<file path="config.mk">
export PLATFORM = sky130hd
export DESIGN_NAME = supply_reset_watchdog
export DESIGN_NICKNAME = d
export VERILOG_FILES = /design/src/core/supervisor_pkg.sv /design/src/core/supply_reset_watchdog.sv /design/src/core/wdog_timer.sv
export SDC_FILE = /design/constraint.sdc
export NUM_CORES = 1
export LEC_CHECK = 0
export BUFFER_PORTS_ARGS = -buffer_cell sky130_fd_sc_hd__buf_2
export CELL_PAD_IN_SITES_DETAIL_PLACEMENT = 2
export CELL_PAD_IN_SITES_GLOBAL_PLACEMENT = 2
export CORE_MARGIN = 2
export CORE_UTILIZATION = 38
export CTS_CLUSTER_DIAMETER = 50
export DETAILED_ROUTE_END_ITERATION = 6
export PLACE_DENSITY_LB_ADDON = 0.1
export SETUP_SLACK_MARGIN = 0.5
export SYNTH_ARGS = -nofsm -noshare
export SYNTH_HDL_FRONTEND = slang
export SYNTH_HIERARCHICAL = 1
export SYNTH_SLANG_ARGS = --single-unit
</file>
<file path="constraint.sdc">
create_clock -name SYS_CLK_IN -period 2.4 [get_ports SYS_CLK_IN]
set_input_delay 0.24 -clock SYS_CLK_IN [delete_from_list [all_inputs] [get_ports SYS_CLK_IN]]
set_output_delay 0.24 -clock SYS_CLK_IN [all_outputs]
set_load 0.02 [all_outputs]
</file>
<file path="src/core/supervisor_pkg.sv">
// Function
// Reset output held low while the supply-fail indication is present.
// Reset held at least 140 ms after supply recovers; new failure restarts hold.
// Watchdog timeout while enabled pulses reset low for at least 140 ms.
// Every service line transition restarts the timeout count from zero.
// Rising and falling service line transitions both count as service.
// A stuck service line repeats a reset pulse once per timeout period.
// Mid-level service line disables watchdog resets and keeps fault high.
// Fault output goes low when the service line misses the timeout.
// Fault output returns high on the next service line transition.
// Fault output forced high while the supply-fail indication is present.
// Active-high reset output is always the complement of the low one.
// Processor toggles the service line at least every 1.6 seconds.
// Systems without a watchdog leave the service line undriven.
// Timeout period lies between 1.0 s and 2.25 s, typically 1.6 s.
// Hold and timeout come from internal clock counts set by parameters.
// Service line is a digital level plus a mid-level detect that disables.
`default_nettype none

package supervisor_pkg;

	// ==========================================
	// Timing
	localparam int CLK_KHZ         = 40_000;
	localparam int HOLD_TIME_MS    = 140;
	localparam int TIMEOUT_TIME_MS = 1600;
	localparam int CNT_W           = 27;

	typedef logic [CNT_W-1:0] cnt_type;

	function automatic cnt_type ms_to_cycles(input int ms);
		ms_to_cycles = cnt_type'(ms * CLK_KHZ);
	endfunction

	localparam cnt_type HOLD_CYCLES_DEF    = ms_to_cycles(HOLD_TIME_MS);
	localparam cnt_type TIMEOUT_CYCLES_DEF = ms_to_cycles(TIMEOUT_TIME_MS);
	localparam cnt_type CNT_ZERO           = 27'h0000000;
	localparam cnt_type CNT_ONE            = 27'h0000001;

	// ==========================================
	// Reset values
	localparam logic RESET_N_RST = 1'b0;
	localparam logic FAULT_N_RST = 1'b1;

	// ==========================================
	// Types
	typedef enum logic [1:0] {
		ST_HOLD,
		ST_PULSE,
		ST_RUN
	} sup_mode_type;

	typedef struct packed {
		logic level;
		logic mid;
	} wd_in_type;

	typedef struct packed {
		logic expire;
		logic service;
	} wd_event_type;

	typedef struct packed {
		logic    level_q;
		cnt_type cnt;
		logic    expire;
		logic    service;
	} timer_state_type;

	typedef struct packed {
		sup_mode_type mode;
		cnt_type      cnt;
		logic         reset_n;
		logic         reset;
		logic         fault_n;
	} sup_state_type;

endpackage

`default_nettype wire

</file>
<file path="src/core/supply_reset_watchdog.sv">
`default_nettype none

module supply_reset_watchdog
	import supervisor_pkg::*;
#(
	parameter supervisor_pkg::cnt_type HOLD_CYCLES    = supervisor_pkg::HOLD_CYCLES_DEF,
	parameter supervisor_pkg::cnt_type TIMEOUT_CYCLES = supervisor_pkg::TIMEOUT_CYCLES_DEF
) (
	input  wire logic SYS_CLK_IN,
	input  wire logic RST_IN,
	input  wire logic SUPPLY_FAIL_IN,
	input  wire logic WATCHDOG_SERVICE_LINE_IN,
	input  wire logic WATCHDOG_MID_LEVEL_IN,
	output var  logic RESET_N_OUT,
	output var  logic RESET_OUT,
	output var  logic WATCHDOG_FAULT_N_OUT
);

	import supervisor_pkg::*;

	sup_state_type s_q;
	sup_state_type s_d;
	wd_in_type     wd_in;
	wd_event_type  evt;
	logic          hold_done;

	// ==========================================
	// Watchdog timer
	assign wd_in.level = WATCHDOG_SERVICE_LINE_IN;
	assign wd_in.mid   = WATCHDOG_MID_LEVEL_IN;

	wdog_timer #(
		.TIMEOUT_CYCLES (TIMEOUT_CYCLES)
	) u_timer (
		.clk_in         (SYS_CLK_IN),
		.rst_in         (RST_IN),
		.wd_in          (wd_in),
		.supply_fail_in (SUPPLY_FAIL_IN),
		.evt_out        (evt)
	);

	// ==========================================
	// Reset sequencer
	// Supply hold counts from the first clear edge, so it ends a full hold later
	assign hold_done = (s_q.cnt == HOLD_CYCLES);

	always_comb begin
		s_d = s_q;
		case (s_q.mode)
			ST_RUN: begin
				if (evt.expire) begin
					s_d.mode = ST_PULSE;
					// Entry edge is the first low cycle, so the pulse is exactly a hold
					s_d.cnt  = CNT_ONE;
				end
			end
			ST_HOLD,
			ST_PULSE: begin
				// Same monostable serves supply and watchdog
				if (hold_done) begin
					s_d.mode = ST_RUN;
					s_d.cnt  = CNT_ZERO;
				end else begin
					s_d.cnt = cnt_type'(s_q.cnt + CNT_ONE);
				end
			end
			default: begin
				s_d.mode = ST_HOLD;
				s_d.cnt  = CNT_ZERO;
			end
		endcase
		// Supply failure overrides everything and restarts the hold
		if (SUPPLY_FAIL_IN) begin
			s_d.mode = ST_HOLD;
			s_d.cnt  = CNT_ZERO;
		end
		s_d.reset_n = (s_d.mode == ST_RUN);
		s_d.reset   = ~s_d.reset_n;
		// Fault flag: release wins over a coincident expiry
		if (SUPPLY_FAIL_IN) begin
			s_d.fault_n = 1'b1;
		end else if (WATCHDOG_MID_LEVEL_IN) begin
			s_d.fault_n = 1'b1;
		end else if (evt.service) begin
			s_d.fault_n = 1'b1;
		end else if (evt.expire) begin
			s_d.fault_n = 1'b0;
		end
	end

	always_ff @(posedge SYS_CLK_IN) begin
		if (RST_IN) begin
			s_q.mode    <= ST_HOLD;
			s_q.cnt     <= CNT_ZERO;
			s_q.reset_n <= RESET_N_RST;
			s_q.reset   <= ~RESET_N_RST;
			s_q.fault_n <= FAULT_N_RST;
		end else begin
			s_q <= s_d;
		end
	end

	assign RESET_N_OUT          = s_q.reset_n;
	assign RESET_OUT            = s_q.reset;
	assign WATCHDOG_FAULT_N_OUT = s_q.fault_n;

	// ==========================================
	// Helper logic for checks
	// Length of the current low stretch of the reset output
	cnt_type low_run_q;
	// Cycles since the last watchdog expiry, service edge, supply failure or mid level, saturating
	cnt_type since_exp_q;
	logic    seen_exp_q;

	always_ff @(posedge SYS_CLK_IN) begin
		if (RST_IN) begin
			low_run_q   <= CNT_ZERO;
			since_exp_q <= CNT_ZERO;
			seen_exp_q  <= 1'b0;
		end else begin
			if (RESET_N_OUT) begin
				low_run_q <= CNT_ZERO;
			end else if (low_run_q != '1) begin
				low_run_q <= cnt_type'(low_run_q + CNT_ONE);
			end
			if (evt.expire || evt.service || SUPPLY_FAIL_IN
				|| WATCHDOG_MID_LEVEL_IN) begin
				since_exp_q <= CNT_ZERO;
				seen_exp_q  <= evt.expire;
			end else if (since_exp_q != '1) begin
				since_exp_q <= cnt_type'(since_exp_q + CNT_ONE);
			end
		end
	end
endmodule

`default_nettype wire

</file>
<file path="src/core/wdog_timer.sv">
`default_nettype none

module wdog_timer
	import supervisor_pkg::*;
#(
	parameter supervisor_pkg::cnt_type TIMEOUT_CYCLES = supervisor_pkg::TIMEOUT_CYCLES_DEF
) (
	input  wire logic                     clk_in,
	input  wire logic                     rst_in,
	input  wire supervisor_pkg::wd_in_type wd_in,
	input  wire logic                     supply_fail_in,
	output var supervisor_pkg::wd_event_type evt_out
);

	timer_state_type s_q;
	timer_state_type s_d;

	// ==========================================
	// Timeout counter
	always_comb begin
		s_d         = s_q;
		s_d.level_q = wd_in.level;
		s_d.expire  = 1'b0;
		s_d.service = 1'b0;
		if (wd_in.mid || supply_fail_in) begin
			s_d.cnt = CNT_ZERO;
		end else if (wd_in.level != s_q.level_q) begin
			s_d.cnt     = CNT_ZERO;
			s_d.service = 1'b1;
		end else if (s_q.cnt == cnt_type'(TIMEOUT_CYCLES - CNT_ONE)) begin
			// Wraps so a stuck line keeps firing
			s_d.cnt    = CNT_ZERO;
			s_d.expire = 1'b1;
		end else begin
			s_d.cnt = cnt_type'(s_q.cnt + CNT_ONE);
		end
	end

	always_ff @(posedge clk_in) begin
		if (rst_in) begin
			s_q <= '0;
		end else begin
			s_q <= s_d;
		end
	end

	assign evt_out.expire  = s_q.expire;
	assign evt_out.service = s_q.service;
endmodule

`default_nettype wire

</file>
# Yosys cells after proc, flatten, opt, wreduce, memory -nomap -nowiden
# Index checks and enable logic that the tools add are counted.
[classes] addsub=2 n_bitwise=1 n_reduce_logical=8 n_mux=7 eq_ne=7
[ops] cell="$mux 29" count=2
[ops] cell="$pmux 29 s2" count=1
[ops] cell="$add 27x1->27 const B" count=2
[ops] cell="$eq 27x23->1 const B" count=1
[ops] cell="$eq 27x26->1 const B" count=1
[ops] cell="$mux 27" count=1
[ops] cell="$reduce_or 4->1" count=2
[ops] cell="$reduce_or 2->1" count=3
[ops] cell="$eq 2x2->1 const B" count=2
[ops] cell="$reduce_or 3->1" count=1
[ops] cell="$eq 2x1->1 const B" count=1
[ops] cell="$logic_not 2->1" count=1
[ops] cell="$mux 1" count=2
[ops] cell="$mux 2" count=1
[ops] cell="$ne 2x1->1 const B" count=1
[ops] cell="$logic_or 1x1->1" count=1
[ops] cell="$ne 1x1->1" count=1
[ops] cell="$not 1->1" count=1
[totals] in_bits=5 regBits=62 out_inout_bits=3 word_cells=34

# Logic depth before layout (Yosys ltp)
[logic_depth] depth_word=6 ltp_mapped=7 mapped_depth_nobuf=6

# Modules after synthesis
# The synthesis kept the hierarchy.
[by_module_without_submodules] mod="supply_reset_watchdog" instances=1 seq_area_each_um2=640.6 cells_each=168 area_each_um2=1506.4
[by_module_without_submodules] mod="wdog_timer" instances=1 seq_area_each_um2=600.6 cells_each=155 area_each_um2=1383.8

# Worst setup path after synthesis
# OpenSTA, ideal clock, no wires.
[synth_path] path_kind="reg2reg" startpoint="register s_q[15] (netlist name)" endpoint="register s_q[12] (netlist name)" t_required_ns=2.285 arrival_time_ns=1.831 setup_slack_ns=0.455 setup_time_ns=0.115 period_less_slack_ns=1.945 path_buffers=1 path_stages_with_launch=7 path_cell_list="dfxtp_1 > or4b_4 > nor4_4 > a41oi_2 > o21ai_4 > buf_6 > nor2_1"

==> reports/metrics.cfg <==
[finish]
final_layout_size_suffix_gt1_share_pct = 24.7
antenna_cells = 0
fill_cells = 847
final_nets = 364
area_growth_pct = 20.0
regArea_um2 = 1260
mostFrequentLayoutCell = dfxtp_1
multi_input_area_um2 = 1600
fin_util_pct = 47.5
most-common-layout-cells = dfxtp_1, nor2_1, xor2_1

[yosys]
seq_area_frac_synth_pct = 42.9
synth_nets = 331
ys.flop_type = dfxtp_1
synth-edff-count = 0
syn_inst = 323
yosys_register_bits = 62
syn_avg_cell_area_um2 = 8.95
synth_area_um2 = 2890
yosys_warnings = 6
synth_cell_types = 45
ys_async_sr_fraction_pct = 0

[detailed_routing]
routed_wl_um = 7680
ant_nets = 0
drc = 0
drtPass1Iterations = 4
routed_via_density = 5.32
route.vias.total = 2448
wl_per_cell_um = 16.7
detail_route.iter0.violations = 57

[floorplanning]
die_h_um = 91.2
io_pins = 8
core_um2 = 7290
initial_core_util_pct = 39.6
num_rows = 31
die_area_um2 = 8320
chipWidth_um = 91.2

[cts]
path_clk_slew_ns = 0.07
htreeDepth = 3
cts_tree = built
numCtsBuffers = 9
cts_sinks = 62
cts_buffer_depth = 2
clock-root-buffer = clkbuf_8
worstSkewPairLatency_ns = 0.35

[worst_setup_path]
cp_cell_sequence = or4_4 > nor4_4 > a41oi_2 > o21ai_4 > buf_12 > nor2_1
slowest_delay_ns = 0.54
crit_path_end_kind = register
reg2reg_depth = 6
path_class = register to register
path_max_fanout = 25
cp_slowest_cell = or4_4
cp.required_ns = 2.64
cp_data_arrival_time_ns = 2.22
startpoint_type = register

[timing]
slew_headroom_pct = 55.6
setup_slack_ns = 0.414
hold_viol = 0
drv_slew = 0
finClkSkew_ns = 0.00609
tns_ns = 0
setup_viol = 0
timing.fmax_mhz = 503
fin_crit_ns = 1.99
finalCritPeriodShare_pct = 82.8
rsz0062_at_grt = yes
tightest_slew_ns = 0.660

[pwr]
ir_worst_vdd_mv = 0.283
cellPowerDensity_nw_per_um2 = 563
p_leak_nw = 1.15

[hold_path]
min_path_type = primary input to register
min_path_cells = 2

[global_route]
grt_max_degree = 26
grt_overflow = 0
grt_pass1_vias = 2653
grt_use_total_pct = 19.8
grt_first_pass_wirelength_um = 13000
grt_antenna_before_repair = 0

[job]
drv_cap = 0

[status]
status = complete, no violations

[placed_design]
gp_congestion = 0.705
numPortBuffers = 7
hpwl_um = 5130
preCtsSetupSlack_ns = 0.236

==> registers in the layout (all words and copies together) (netlist names) <==
name,count
u_timer/evt_out,2
RESET_N_OUT,1
WATCHDOG_FAULT_N_OUT,1
u_timer/s_q,28
RESET_OUT,1
s_q,29
==> per-layer routing <==
layer	GRT usage, %	share of wire, %	wire [µm]
met5	0	0	0
met4	8.71	1.9	145
met3	3.49	1.6	123
met2	34.4	51	3930
met1	23.7	45	3480
==> through the flow <==
| step | hold slack (ns) | instance area, µm² | total power, mW | std cells |
|---|---|---|---|---|
| 2_1_floorplan | 0.312 | 2900 | 1.09 | 323 |
| 3_3_place_gp | 0.416 | 3070 | 1.10 | 428 |
| 6_report | 0.0850 | 3470 | 1.95 | 460 |
| 3_5_place_dp | 0.428 | 3070 | 1.10 | 428 |
| 5_1_grt | 0.0839 | 3470 | 2.04 | 460 |
| 4_1_cts | 0.0694 | 3390 | 1.99 | 455 |
==> critical path, delay by kind of cell, from the launching register on <==
kind,cells,cell delay [ns]
AND/OR/NAND/NOR,3,0.97
flip-flops,1,0.32
AO/OA/AOI/OAI,2,0.40
buffers and inverters,1,0.19
==> layout make-up <==
cell class | count | area share (%)
Sequential cell | 62 | 36.3
Tap cell | 99 | 3.57
Clock buffer | 13 | 4.87
Inverter | 7 | 0.758
Multi-Input combinational cell | 241 | 46.1
Timing Repair Buffer | 35 | 7.90
Clock inverter | 3 | 0.505
==> power by group <==
group          internal, mW  switching [mW]
Combinational        0.0190          0.0251
Sequential             1.03         0.00293
Clock                 0.456           0.420
Total                  1.51           0.448
==> worst paths after layout <==
path / start / endpoint / slack, ns
setup / recovery: s_q[13] / s_q[22] / 0.41
hold / removal: SUPPLY_FAIL_IN / s_q[30] / 0.08
setup reg to reg: s_q[13] / s_q[22] / 0.41
hold reg to reg: u_timer/evt_out[0] / WATCHDOG_FAULT_N_OUT / 0.44
==> Yosys cell counts (all sizes together) (5+ instances only) <==
cell,number,share of area [%]
nor2,47,6.3
xnor2,8,2.4
nor3,5,0.87
and4,6,1.8
o21ai,11,2.3
or4,6,1.7
nand3,20,3.6
xor2,30,9.1
nand2,22,2.9
or3,7,1.5
inv,7,0.91
a21oi,14,2.4
buf,11,2.9
nand4,20,4.3
and3,5,1.1
dfxtp,62,43
==> kinds of logic (layout without fill, tap and decap cells) <==
| kind of cell | Yosys count | in the layout | share of synthesized area, % |
|---|---|---|---|
| AND/OR/NAND/NOR | 163 | 163 | 31.6 |
| flip-flops | 62 | 62 | 42.9 |
| XOR/XNOR | 38 | 38 | 11.5 |
| AO/OA/AOI/OAI | 37 | 37 | 8.57 |
| buffers and inverters | 20 | 58 | 4.11 |
| adder cells (fa/ha/maj) | 3 | 3 | 1.30 |
==> what timing repair did <==
action	4_1_cts	5_1_grt
gates cloned	0	0
endpoints found under the setup margin	52	56
hold buffers	0	0
resized for setup	18	13
buffers inserted	11	5
pin swaps	5	3
Power figures use the tool's default switching activity.
